## src/hw/dir_pkg.sv

```systemverilog
package dir_pkg;
  localparam int STATE_W = 4;
  localparam int ADDR_W = 4;
  localparam int GRANULES = 16;
  localparam int PE_W = 2;
  localparam int OWN_BIT = 0;            // rightmost bit (bit 3 in msb-0 numbering)
  localparam int MASK_PE1 = 1;           // mask bit for element 1
  localparam int MASK_PE2 = 2;           // mask bit for element 2
  localparam int MASK_PE3 = 3;           // mask bit for element 3
  localparam logic [3:0] ST_LOCAL_SHARED = 4'h0;
  localparam logic [3:0] ST_LOCAL_MOD = 4'h1;
  localparam logic [3:0] ST_PE1_MOD = 4'h3;
  localparam logic [3:0] ST_PE2_MOD = 4'h5;
  localparam logic [3:0] ST_PE3_MOD = 4'h9;
  localparam logic [3:0] ST_RESET = 4'h0;
  typedef enum logic [1:0] {
    OP_READ = 2'h0,
    OP_READ_OWN = 2'h1,
    OP_CASTOUT = 2'h2,
    OP_OWNER_DONE = 2'h3
  } op_type;
endpackage : dir_pkg

```

## src/hw/dir_if.sv

```systemverilog
interface dir_if (
  input wire logic ref_clk,
  input wire logic rstn
);
  logic req_valid;
  logic req_ready;
  dir_pkg::op_type req_op;
  logic [dir_pkg::ADDR_W-1:0] req_addr;
  logic [dir_pkg::PE_W-1:0] req_pe;
  logic rsp_valid;
  logic rsp_from_memory;
  logic rsp_need_owner;
  logic rsp_error;
  logic [dir_pkg::PE_W-1:0] rsp_owner;
  logic [dir_pkg::STATE_W-1:0] rsp_state;
  modport home (
    input ref_clk, rstn, req_valid, req_op, req_addr, req_pe,
    output req_ready, rsp_valid, rsp_from_memory, rsp_need_owner, rsp_error, rsp_owner,
    rsp_state
  );
  modport remote (
    input ref_clk, rstn, req_ready, rsp_valid, rsp_from_memory, rsp_need_owner, rsp_error,
    rsp_owner, rsp_state,
    output req_valid, req_op, req_addr, req_pe
  );
endinterface : dir_if

```

## src/hw/dir_home.sv

```systemverilog
// Summary of operation
// - keep 4-bit state per shared granule
// - start coherence toward owner, else serve memory
// - local-only shared encodes as 0000
// - modified: ownership bit plus owner mask bit (no mask bit when local owns)
// - shared: ownership clear, one bit per sharer
// - rightmost bit ownership; others sharing mask
// - local element always counted as sharer
// - shared granule owned by home memory
// - no reliance on transaction arrival order
// - never drop accepted requests
// - input acceptance independent of output progress
// - read-for-ownership waits for colliding castout
// - castout has priority over other operations
// - fabric gives deadlock-free response-less topology
// - switches route in dimension order
module dir_home (
  dir_if.home link,                  // request and answer port
  input wire logic load_valid,       // write one directory entry directly
  input wire logic [3:0] load_addr,  // granule index for the load
  input wire logic [3:0] load_state, // state written by the load
  output logic illegal_seen,         // sticky: an illegal state was ever met
  output logic [3:0] busy_count      // granules currently modified remotely
);
  // one state word per granule; the reset value is local-only shared
  logic [dir_pkg::STATE_W-1:0] dir_q [dir_pkg::GRANULES];
  logic [dir_pkg::STATE_W-1:0] cur;
  logic [dir_pkg::STATE_W-1:0] nxt;
  logic own;
  logic [2:0] mask;
  logic mask_multi;
  logic illegal;
  logic [dir_pkg::PE_W-1:0] owner;
  logic take;
  // operation decode
  logic is_read;
  logic is_rfo;
  logic is_castout;
  logic is_done;
  logic pend_cur;
  logic [dir_pkg::GRANULES-1:0] pend_q;  // rfo waiting on castout, per granule
  logic [3:0] bit_of;
  // per-granule remote ownership and its population count
  logic [dir_pkg::GRANULES-1:0] remote_mod;
  logic [4:0] remote_cnt;

  // always ready: acceptance never waits on any answer path
  assign link.req_ready = 1'b1;
  // every offered request is taken and answered; none is discarded
  assign take = link.req_valid;

  // operation decode, shared by the update and the answer paths
  assign is_read = link.req_op == dir_pkg::OP_READ;
  assign is_rfo = link.req_op == dir_pkg::OP_READ_OWN;
  assign is_castout = link.req_op == dir_pkg::OP_CASTOUT;
  assign is_done = link.req_op == dir_pkg::OP_OWNER_DONE;

  // the stored state is read before this request changes it
  assign cur = dir_q[link.req_addr];
  assign pend_cur = pend_q[link.req_addr];
  assign own = cur[dir_pkg::OWN_BIT];
  assign mask = cur[3:1];
  // true when two or more mask bits are set
  assign mask_multi = (mask & (mask - 3'h1)) != 3'h0;
  // ownership with more than one mask bit is undefined
  assign illegal = own && mask_multi;

  // owner named by the mask of a modified state; no mask bit means local
  always_comb begin
    owner = 2'h0;
    if (cur[dir_pkg::MASK_PE1]) begin
      owner = 2'h1;
    end else if (cur[dir_pkg::MASK_PE2]) begin
      owner = 2'h2;
    end else if (cur[dir_pkg::MASK_PE3]) begin
      owner = 2'h3;
    end
  end

  // mask bit of the requesting element
  always_comb begin
    case (link.req_pe)
      2'd1: bit_of = 4'h1 << dir_pkg::MASK_PE1;
      2'd2: bit_of = 4'h1 << dir_pkg::MASK_PE2;
      2'd3: bit_of = 4'h1 << dir_pkg::MASK_PE3;
      default: bit_of = 4'h0; // local is implied, needs no bit
    endcase
  end

  // next directory state; order-free: each request uses only the stored state
  // an illegal state is never rewritten by a request, so the error stays visible
  always_comb begin
    nxt = cur;
    if (!illegal) begin
      case (link.req_op)
        dir_pkg::OP_READ: begin
          // a sharer joins the mask; an owned granule is left to its owner
          if (!own) begin
            nxt = cur | bit_of;
          end
        end
        dir_pkg::OP_READ_OWN: begin
          // a waiting rfo leaves the entry alone until a castout or done has landed
          if (!own && !pend_cur) begin
            nxt = bit_of | dir_pkg::ST_LOCAL_MOD;
          end
        end
        dir_pkg::OP_CASTOUT: begin
          // castout retires ownership at once, ahead of any waiting rfo
          nxt = dir_pkg::ST_LOCAL_SHARED;
        end
        default: begin
          // owner returned data: previous owner and local share
          if (own) begin
            nxt = cur & ~dir_pkg::ST_LOCAL_MOD;
          end
        end
      endcase
    end
  end

  // a load of the granule in the same cycle wins over the request's update;
  // the request is still answered from the state that it saw
  always_ff @(posedge link.ref_clk or negedge link.rstn) begin
    if (!link.rstn) begin
      for (int i = 0; i < dir_pkg::GRANULES; i++) begin
        dir_q[i] <= dir_pkg::ST_RESET;
      end
    end else begin
      if (take) begin
        dir_q[link.req_addr] <= nxt;
      end
      if (load_valid) begin
        dir_q[load_addr] <= load_state;
      end
    end
  end

  // rfo that met an owner waits until a castout or done of that granule lands
  // a load replaces the entry and with it any waiting rfo
  always_ff @(posedge link.ref_clk or negedge link.rstn) begin
    if (!link.rstn) begin
      pend_q <= '0;
    end else begin
      if (take) begin
        if (is_castout || is_done) begin
          pend_q[link.req_addr] <= 1'b0;
        end else if (is_rfo && own && !illegal) begin
          pend_q[link.req_addr] <= 1'b1;
        end
      end
      if (load_valid) begin
        pend_q[load_addr] <= 1'b0;
      end
    end
  end

  // answer register: one pulse per taken request, one cycle later
  always_ff @(posedge link.ref_clk or negedge link.rstn) begin
    if (!link.rstn) begin
      link.rsp_valid <= 1'b0;
      link.rsp_from_memory <= 1'b0;
      link.rsp_need_owner <= 1'b0;
      link.rsp_error <= 1'b0;
      link.rsp_owner <= 2'h0;
      link.rsp_state <= 4'h0;
    end else begin
      link.rsp_valid <= take;
      link.rsp_error <= take && illegal;
      // shared means home memory holds the data; modified needs the owner
      link.rsp_from_memory <= take && !illegal && !own;
      // only a read or rfo needs the owner's data; castout and done bring it
      link.rsp_need_owner <= take && !illegal && own && (is_read || is_rfo);
      link.rsp_owner <= owner;
      link.rsp_state <= cur;
    end
  end

  // sticky until reset; nothing else clears it
  always_ff @(posedge link.ref_clk or negedge link.rstn) begin
    if (!link.rstn) begin
      illegal_seen <= 1'b0;
    end else if (take && illegal) begin
      illegal_seen <= 1'b1;
    end
  end

  // one flag per granule held by exactly one remote owner; illegal codes excluded
  for (genvar g = 0; g < dir_pkg::GRANULES; g++) begin : g_remote
    logic [2:0] m;
    assign m = dir_q[g][3:1];
    assign remote_mod[g] = dir_q[g][dir_pkg::OWN_BIT] && (m != 3'h0) &&
                           ((m & (m - 3'h1)) == 3'h0);
  end

  // sixteen granules would overflow the 4-bit count; it saturates rather than wraps
  assign remote_cnt = 5'($countones(remote_mod));

  // registered from the stored states, so it trails an update by one cycle
  always_ff @(posedge link.ref_clk or negedge link.rstn) begin
    if (!link.rstn) begin
      busy_count <= 4'h0;
    end else if (remote_cnt > 5'h0f) begin
      busy_count <= 4'hf;
    end else begin
      busy_count <= remote_cnt[3:0];
    end
  end
endmodule : dir_home

```

## src/flat_wrapper.sv

```systemverilog
// flat-port wrapper written by rule: the top's interface ports become plain ports
module dir_home_flat 
  (load_valid, load_addr, load_state, illegal_seen, busy_count, ref_clk, rstn, link_req_valid, link_req_op, link_req_addr, link_req_pe, link_req_ready, link_rsp_valid, link_rsp_from_memory, link_rsp_need_owner, link_rsp_error, link_rsp_owner, link_rsp_state);
  dir_if link_i (.ref_clk(ref_clk), .rstn(rstn));
  input wire logic load_valid;
  input wire logic [3:0] load_addr;
  input wire logic [3:0] load_state;
  output logic illegal_seen;
  output logic [3:0] busy_count;
  input wire logic ref_clk;
  input wire logic rstn;
  input wire logic [$bits(link_i.req_valid)-1:0] link_req_valid;
  input wire logic [$bits(link_i.req_op)-1:0] link_req_op;
  input wire logic [$bits(link_i.req_addr)-1:0] link_req_addr;
  input wire logic [$bits(link_i.req_pe)-1:0] link_req_pe;
  output wire logic [$bits(link_i.req_ready)-1:0] link_req_ready;
  output wire logic [$bits(link_i.rsp_valid)-1:0] link_rsp_valid;
  output wire logic [$bits(link_i.rsp_from_memory)-1:0] link_rsp_from_memory;
  output wire logic [$bits(link_i.rsp_need_owner)-1:0] link_rsp_need_owner;
  output wire logic [$bits(link_i.rsp_error)-1:0] link_rsp_error;
  output wire logic [$bits(link_i.rsp_owner)-1:0] link_rsp_owner;
  output wire logic [$bits(link_i.rsp_state)-1:0] link_rsp_state;
  assign link_i.req_valid = link_req_valid;
  assign link_i.req_op = link_req_op;
  assign link_i.req_addr = link_req_addr;
  assign link_i.req_pe = link_req_pe;
  assign link_req_ready = link_i.req_ready;
  assign link_rsp_valid = link_i.rsp_valid;
  assign link_rsp_from_memory = link_i.rsp_from_memory;
  assign link_rsp_need_owner = link_i.rsp_need_owner;
  assign link_rsp_error = link_i.rsp_error;
  assign link_rsp_owner = link_i.rsp_owner;
  assign link_rsp_state = link_i.rsp_state;
  dir_home u_core (.link(link_i), .load_valid(load_valid), .load_addr(load_addr), .load_state(load_state), .illegal_seen(illegal_seen), .busy_count(busy_count));
endmodule
```

## config.mk

```make
export PLATFORM = sky130hd
export DESIGN_NAME = dir_home_flat
export DESIGN_NICKNAME = d
export VERILOG_FILES = /design/src/hw/dir_pkg.sv /design/src/hw/dir_if.sv /design/src/hw/dir_home.sv /design/src/flat_wrapper.sv
export SDC_FILE = /design/constraint.sdc
export NUM_CORES = 1
export LEC_CHECK = 0
export ABC_AREA = 1
export BUFFER_PORTS_ARGS = -buffer_cell sky130_fd_sc_hd__buf_2
export CAP_MARGIN = 20
export CORE_ASPECT_RATIO = 0.6
export CORE_MARGIN = 2
export CORE_UTILIZATION = 52
export DETAILED_ROUTE_END_ITERATION = 7
export PLACE_DENSITY = 0.7
export SYNTH_ARGS = -nofsm -noshare
export SYNTH_HDL_FRONTEND = slang
export SYNTH_SLANG_ARGS = --single-unit
```

## constraint.sdc

```tcl
create_clock -name ref_clk -period 4.1 [get_ports ref_clk]
set_input_delay 0.205 -clock ref_clk [delete_from_list [all_inputs] [get_ports ref_clk]]
set_output_delay 0.205 -clock ref_clk [all_outputs]
set_load 0.005 [all_outputs]
```

## After elaboration in Yosys (flattened, before gate mapping)

Cells that the tools add are included.

- Register bits: 95
- Input bits: 20
- Output and inout bits: 16
- Word-level logic and storage cells: 211

- Add/subtract/negate cells: 32
- Magnitude comparators: 9
- Equal/unequal tests: 6
- Mux-type cells: 30
- Bitwise operators: 25
- Reductions and logical operators: 84

Operator list:

| cell | count |
|---|---|
| 64-bit bitwise mux | 2 |
| 64-bit 2-to-1 mux | 2 |
| 16-bit 2-to-1 mux | 4 |
| 3-bit AND | 17 |
| 3-bit nonzero test | 17 |
| 3-bit by 1-bit subtractor with 3-bit output, second input constant | 17 |
| 3-bit logical NOT | 16 |
| 1-bit logical AND | 45 |
| 5-bit adder | 7 |
| 16-bit AND | 2 |
| 4-bit demux with 4-bit select | 2 |
| 4-bit 2-to-1 mux | 8 |
| 16-bit inverter | 2 |
| 4-bit one-hot mux with 3 select lines | 2 |
| 1-bit by 1-bit adder with 2-bit output | 8 |
| 4-bit binary-select mux with 4-bit select | 1 |
| 16-bit OR | 1 |
| 5-bit greater-or-equal comparator, second input constant | 2 |
| 4-bit by 5-bit < comparator with 1-bit output, second input constant | 2 |
| 5-bit by 1-bit < comparator with 1-bit output, second input constant | 2 |
| 4-bit inverter with 5-bit output | 2 |
| 1-bit demux with 4-bit select | 2 |
| 2-bit equality test, second input constant | 4 |
| 4-bit by 1-bit greater-or-equal comparator with 1-bit output, second input constant | 2 |
| other kinds (9) | 17 |

## Logic depth before layout (Yosys ltp)

Gate-level depths: netlist of the first run.

- Depth in word-level cells: 15
- Depth in mapped cells: 20
- Gate-level depth less buffers: 18

## Least setup slack after synthesis of the first run

No wires, ideal clock.

- Path type: reg2reg
- From: register u_core.dir_q[6] (netlist name)
- To: register u_core.busy_count[3]
- Setup time: 0.131 ns
- Arrival time: 3.687 ns
- Data required time: 3.969 ns
- Path slack: 0.283 ns
- Cell stages (with the launch flop): 16
- Buffers on the path: 0
- Clock period less this slack: 3.817 ns
- Path through: dfrtp_1 nor2_1 o21ai_0 a21oi_1 ha_1 inv_1 fa_1 inv_1 fa_1 fa_1 fa_1 ha_1 inv_1 fa_1 xor2_1 nand2_1

- Word-level cells in the longest chain between the ends: 10
- Elaborated cells between the ends (all ways): 12
- Classes of those cells: 5 x add/sub; 1 x order compare; 1 x mux; 1 x bitwise; 4 x reduce/logical

Ends and longest elaborated chain:

| what | line | RTL |
|---|---|---|
| start: declaration | dir_home.sv:26 | `logic [dir_pkg::STATE_W-1:0] dir_q [dir_pkg::GRANULES];` |
| start signal: indexed assignment | dir_home.sv:127 | `dir_q[i] <= dir_pkg::ST_RESET;` |
| start signal: indexed assignment | dir_home.sv:131 | `dir_q[link.req_addr] <= nxt;` |
| start signal: indexed assignment | dir_home.sv:134 | `dir_q[load_addr] <= load_state;` |
| 3-bit by 1-bit subtractor with 3-bit output | dir_home.sv:193 | `((m & (m - 3'h1)) == 3'h0);` |
| 3-bit AND | dir_home.sv:193 |  |
| 3-bit logical NOT | dir_home.sv:193 |  |
| 1-bit logical AND (*) | dir_home.sv:192 | `assign remote_mod[g] = dir_q[g][dir_pkg::OWN_BIT] && (m != 3'h0) &&` |
| 1-bit by 1-bit adder with 2-bit output (not written as such) (*) | dir_home.sv:197 | `assign remote_cnt = 5'($countones(remote_mod));` |
| 5-bit adder (not written as such) (*) (3 in series) | dir_home.sv:197 |  |
| 5-bit by 4-bit > comparator with 1-bit output | dir_home.sv:203 | `end else if (remote_cnt > 5'h0f) begin` |
| 4-bit 2-to-1 mux (*) | dir_home.sv:203 |  |
| end signal: assignment | dir_home.sv:206 | `busy_count <= remote_cnt[3:0];` |
| end: declaration | dir_home.sv:23 | `output logic [3:0] busy_count` |

Every way passes the cells marked *; elsewhere a longest branch is shown, timed or not.
A chain may end at the register's enable or synchronous reset.

## Worst setup path after layout of the first run

- From: register u_core.dir_q[46] (netlist name)
- To: register u_core.busy_count[2]

The elaborated chain is that of the path after synthesis.

==> reports/metrics.cfg, run 1 <==
[yosys]
synth_area_um2 = 6530
synthArstFlopShare = 1.00
ys_warn_count = 0
avgSynthCellArea_um2 = 6.93
syn_nets = 986
synth_ff_type = dfrtp_1
yosysUniqueCellTypes = 38
yosysTopAreaCellShare = 0.364
synth_edf_count = 0
yosys-top-cells-count = nand2_1 (258), nor2_1 (140), a21oi_1 (133), inv_1 (129), dfrtp_1 (95)
synth.most_common_cell = nand2_1
synth.largest_area_cell = dfrtp_1
seq_area_frac_synth = 0.364
yosys-top-cells-area = dfrtp_1 (36%), nand2_1 (15%), a21oi_1 (10%)
synth_seq_cells = 95
synthCells = 942

[sta]
maxSlewViolCount = 0
fin_crit_sh = 0.969
worst_pin_slew_ns = 0.952
setup_viol = 0
relSlewSlack = 0.365
setup_ws_ns = 0.127
period_minus_slack_ns = 3.97
hold_viol = 0
fmax_ghz = 0.252
rsz0062_at_grt = no
tns_ns = 0
clock_skew_ns = 0.0118

[global_routing]
globalRouteTotalUtil = 0.300
grt_pass1_vias = 5461
grt_first_pass_wirelength_um = 30800
grt-ovfl-total = 0
antenna_found_initial = 0
grt_max_degree = 74

[worst_setup_path]
worstSetupPathType = flop to flop
critPathBufInv = 1
critPathArrivalTime_ns = 4.19
path_max_fanout = 4
worstRegToRegCells = 12
cpLargestDelayFamily = adder cells
crit_slowest_cell = fa_2
worstPathRequired_ns = 4.32
end_kind = flop
crit_cells = 12
slowest_delay_ns = 0.54
critPathLaunchType = flop
cp_cell_sequence = nor2_2, o21ai_0, a21oi_2, ha_2, fa_1, fa_2, fa_1, fa_1, ha_2, inv_2, fa_2, nand2_1
critPathMostFrequentCell = fa_1

[clock_tree]
cts_tree = done
cts.clk_slew.worst_paths_ns = 0.07
h-tree-depth = 3
cts.sinks = 95
cts_made_buffers = 9
clock_path_buffers = 2
clock_latency_ns = 0.35
root_buffer = clkbuf_16

[worst_hold_path]
hold_path_class = input port to asynchronous set/reset pin

[detailed_routing]
routed_wirelength_um = 19800
drc = 0
drt-vias-per-instance = 5.45
firstDrtPassIters = 5
first_iter_violations = 677
antenna_left = 0
wl_per_cell_um = 17.2
vias = 6262

[placement]
placed_cells = 1121
gp_congestion = 0.947
numPortBuffers = 34
dp_hpwl_um = 13700
post_dp_cell_area_um2 = 6760
dp_slack_ns = 0.0442

[finish]
diodes = 0
fin_nets = 1024
drive_gt1_frac = 0.133
syn2layout_area_growth_pct = 10.0
final_cell_count_no_fill = 1149
stdcell_area_um2 = 7180

[floorplan]
io-pin-count = 36
start_util = 0.538
core-area_um2 = 12100
die_w_um = 149
die_h_um = 90.8
die-area_um2 = 13500
fp-row-count = 31

[power_and_ir_drop]
cellPowerDensity_nw_per_um2 = 634
irDropWorstVdd_mv = 0.411
p_leak_nw = 3.51
report.power.total_mw = 4.55

[run]
cap_viol_max_count = 0

[status]
run_status = finished clean

## where the power goes
part	internal [mW]	leakage [nW]	switching [mW]
clock network	0.471	0.139	0.376
logic	0.945	2.21	1.36
registers	1.21	1.16	0.187
total	2.63	3.51	1.92
## per-stage QoR
stage          utilization  hold slack (ns)
2_1_floorplan            -          -0.0906
3_3_place_gp         0.557            0.379
3_5_place_dp         0.557            0.383
4_1_cts              0.580           0.0243
5_1_grt              0.591           0.0300
6_report             0.591           0.0144
## final timing paths
kind | startpoint | to | slack, ns
max in group asynchronous | rstn | u_core.dir_q[4]$_DFF_PN0_ | 3.21
min reg2reg | u_core.illegal_seen$_DFFE_PN0P_ | u_core.illegal_seen$_DFFE_PN0P_ | 0.47
max | u_core.dir_q[46]$_DFF_PN0_ | u_core.busy_count[2]$_DFF_PN0_ | 0.13
min in group ref_clk | link_req_valid | u_core.link.rsp_valid$_DFF_PN0_ | 0.04
min | rstn | u_core.dir_q[61]$_DFF_PN0_ | 0.01
max reg2reg | u_core.dir_q[46]$_DFF_PN0_ | u_core.busy_count[2]$_DFF_PN0_ | 0.13
## cells by family after synthesis
group,count (synthesis),synth area share
flops,95,0.364
xor+xnor,1,0.00134
compound gates,214,0.184
simple gates,447,0.284
buf+inv,160,0.107
fa+ha+maj,24,0.0587
other cells,1,0.000575
## metal layers
metal / global-route usage / wire, um / vias to the layer above
met5: 0 / 0 / -
met4: 0.0563 / 220 / 0
met3: 0.0944 / 2670 / 21
met2: 0.394 / 7530 / 352
met1: 0.479 / 9360 / 2843
li1: - / - / 3046
## layout by cell type (no fill, tap or decap), drive strengths merged, types with 4 or more instances in the layout
cell type and n:
inv 134, clkbuf 10, a21oi 143, nand4 5, buf 52, dfrtp 95, o21ba 4, fa 11
o21ai 39, nor2 145, nand3 11, a22oi 16, o21bai 7, clkinv 4, ha 13, nand2 281
## registers in the layout (all words and copies together) (netlist names)
register                     cells
u_core.illegal_seen              1
u_core.link.rsp_valid            1
u_core.busy_count                4
u_core.link.rsp_from_memory      1
u_core.link.rsp_need_owner       1
u_core.pend_q                   16
u_core.link.rsp_state            4
u_core.dir_q                    64
u_core.link.rsp_error            1
u_core.link.rsp_owner            2
## final cells by class
cell class / count / area, um^2
fillers: 1161 / 4960
multi-input cells: 687 / 3490
flip-flops and latches: 95 / 2380
inverters: 135 / 514
repair buffers: 52 / 308
clock buffers: 10 / 229
well taps: 165 / 206
clock inverters: 5 / 60.1
## worst register-to-register path, delay by kind of cell, from the launching register on
kind            cells  cell delay, ns
fa+ha+maj           7            2.90
buf+inv             1            0.04
flops               1            0.42
compound gates      2            0.29
simple gates        2            0.21
## timing repair
item / CTS / global route
hold buffers: 0 / 0
resized for setup: 0 / 19
endpoints found under the setup margin: 0 / 4
buffers inserted: 0 / 13
No activity file was read; power rests on OpenSTA's default activity.
==> run 2, diff against run 1 <==
- clock period: 4.1 -> 4.01 ns (I/O delays scaled with it)
==> reports/metrics.cfg, run 2 (synthesized netlist as in run 1, its figures left out) <==
[status]
run_status = finished clean  ; unchanged

[worst_setup_path]
path_max_fanout = 3  ; was 4
crit_end = u_core.busy_count[3]$_DFF_PN0_  ; was u_core.busy_count[2]$_DFF_PN0_
r2r-end = u_core.busy_count[3]$_DFF_PN0_  ; was u_core.busy_count[2]$_DFF_PN0_
r2r_setup_slack_ns = 0.09  ; was 0.13 ns
worstRegToRegCells = 13  ; was 12
r2r_start = u_core.dir_q[46]$_DFF_PN0_  ; unchanged
worstSetupPathType = flop to flop  ; unchanged
critPathLaunchType = flop  ; unchanged
critPathArrivalTime_ns = 4.15  ; was 4.19 ns
end_kind = flop  ; unchanged
worstPathRequired_ns = 4.24  ; was 4.32 ns
crit_start = u_core.dir_q[46]$_DFF_PN0_  ; unchanged

[finish]
syn2layout_area_growth_pct = 11.9  ; was 10.0%
diodes = 0  ; unchanged
drive_gt1_frac = 0.156  ; was 0.133
largest_register_ffs = 64  ; unchanged
mostFrequentLayoutCell = nand2_1  ; unchanged
top_register = u_core.dir_q  ; unchanged
final_cell_count_no_fill = 1157  ; was 1149
stdcell_area_um2 = 7300  ; was 7180 um^2
fillers = 1177  ; was 1161
top_regs = u_core.dir_q (64), u_core.pend_q (16)  ; unchanged
fin_nets = 1031  ; was 1024
mostFrequentLayoutCells = nand2_1 (258), nor2_1 (134), inv_1 (125), a21oi_1 (122), dfrtp_1 (95)  ; was nand2_1 (258), nor2_1 (135), a21oi_1 (129), inv_1 (128), dfrtp_1 (95)

[floorplan]
die-area_um2 = 13500  ; unchanged
core-area_um2 = 12100  ; unchanged
io-pin-count = 36  ; unchanged
die_w_um = 149  ; unchanged
start_util = 0.538  ; unchanged
fp-row-count = 31  ; unchanged
die_h_um = 90.8  ; unchanged

[sta]
hold_viol = 0  ; unchanged
period_minus_slack_ns = 3.92  ; was 3.97 ns
setup_viol = 0  ; unchanged
fmax_ghz = 0.255  ; was 0.252 GHz
maxSlewViolCount = 0  ; unchanged
fin_crit_sh = 0.977  ; was 0.969
worst_pin_slew_ns = 0.863  ; was 0.952 ns
relSlewSlack = 0.424  ; was 0.365
clock_skew_ns = 0.00855  ; was 0.0118 ns
setup_ws_ns = 0.0932  ; was 0.127 ns
rsz0062_at_grt = yes  ; was no
tns_ns = 0  ; unchanged

[detailed_routing]
drc = 0  ; unchanged
drt-met1-wl_um = 9700  ; was 9360 um
first_iter_violations = 668  ; was 677
top_layer = met4  ; unchanged
vias = 6394  ; was 6262
firstDrtPassIters = 6  ; was 5
routed_wirelength_um = 19900  ; was 19800 um
drt-vias-per-instance = 5.53  ; was 5.45
route.met2.wl_um = 7650  ; was 7530 um
wl_per_cell_um = 17.2  ; about the same
route.met3.wl_um = 2280  ; was 2670 um
antenna_left = 0  ; unchanged

[placement]
gp_congestion = 0.979  ; was 0.947
numPortBuffers = 34  ; unchanged
dp_slack_ns = -0.109  ; was 0.0442 ns
dp_hpwl_um = 13800  ; was 13700 um
post_dp_cell_area_um2 = 6770  ; was 6760 um^2
placed_cells = 1123  ; was 1121

[clock_tree]
cts_tree = done  ; unchanged
cts.clk_slew.worst_paths_ns = 0.07  ; about the same
clock_path_buffers = 2  ; unchanged
h-tree-depth = 3  ; unchanged
cts_made_buffers = 9  ; unchanged
clock_latency_ns = 0.35  ; about the same
root_buffer = clkbuf_16  ; unchanged
cts.sinks = 95  ; unchanged

[global_routing]
grt_max_degree = 58  ; was 74
grt_first_pass_wirelength_um = 31400  ; was 30800 um
grt_pass1_vias = 5531  ; was 5461
antenna_found_initial = 0  ; unchanged
grt-ovfl-total = 0  ; unchanged
globalRouteTotalUtil = 0.304  ; was 0.300

[worst_hold_path]
worstHoldStart = link_req_valid
hold_path_class = input port to flop  ; was input port to asynchronous set/reset pin
hold_depth = 1

[power_and_ir_drop]
irDropWorstVdd_mv = 0.527  ; was 0.411 mV
cellPowerDensity_nw_per_um2 = 662  ; was 634 nW/um^2
p_leak_nw = 3.54  ; was 3.51 nW
report.power.total_mw = 4.84  ; was 4.55 mW

[run]
cap_viol_max_count = 0  ; unchanged

-- run 2: critical path, cell delays in order (launching register included) --
cell and delay (ns):
dfrtp_1 0.40, nor2_1 0.13, o21ai_0 0.09, a21oi_1 0.15, ha_2 0.32, fa_1 0.52
fa_2 0.41, fa_1 0.49, fa_1 0.51, ha_2 0.18, inv_2 0.04, fa_2 0.32
xor2_1 0.17, nand2_1 0.06
-- run 2: power breakdown --
| group | internal (mW) | total, mW | switching (mW) |
|---|---|---|---|
| Sequential | 1.24 | 1.43 | 0.191 |
| Clock | 0.484 | 0.870 | 0.386 |
| Combinational | 1.05 | 2.54 | 1.48 |
| Total | 2.78 | 4.84 | 2.06 |
-- run 2: final cells by class --
cell class | instances | area, um^2 | area share
clock inverters | 5 | 58.8 | 0.00805
clock buffers | 11 | 233 | 0.0319
well taps | 165 | 206 | 0.0283
flip-flops and latches | 95 | 2380 | 0.325
multi-input cells | 687 | 3550 | 0.486
inverters | 135 | 514 | 0.0704
repair buffers | 59 | 363 | 0.0497
-- run 2: worst min path at each step --
stage	end	slack, ns
after floorplan	u_core.busy_count[0]$_DFF_PN0_	-0.1
after global placement	u_core.dir_q[60]$_DFF_PN0_	0.32
after detailed placement	u_core.pend_q[0]$_DFF_PN0_	0.32
after CTS	u_core.link.rsp_valid$_DFF_PN0_	0.02
after global routing	u_core.link.rsp_valid$_DFF_PN0_	0.03
final	u_core.link.rsp_valid$_DFF_PN0_	0.03
-- run 2: per-stage QoR --
step	hold slack, ns	utilization
finish	0.0278	0.602
floorplan	-0.0951	-
global route	0.0293	0.602
detailed placement	0.316	0.558
CTS	0.0234	0.586
global placement	0.322	0.558
-- run 2: repair_timing --
action,4_1_cts,5_1_grt
hold endpoints to repair,56,0
gates resized for setup,5,35
setup endpoints to repair,2,4
hold buffers,1,0
buffers inserted,4,13
pin swaps,11,14
-- run 2: per-layer routing --
metal	GRT usage	vias to the layer above
met1	0.502	2956
met2	0.392	356
li1	-	3054
met4	0.0698	0
met5	0	-
met3	0.0692	28
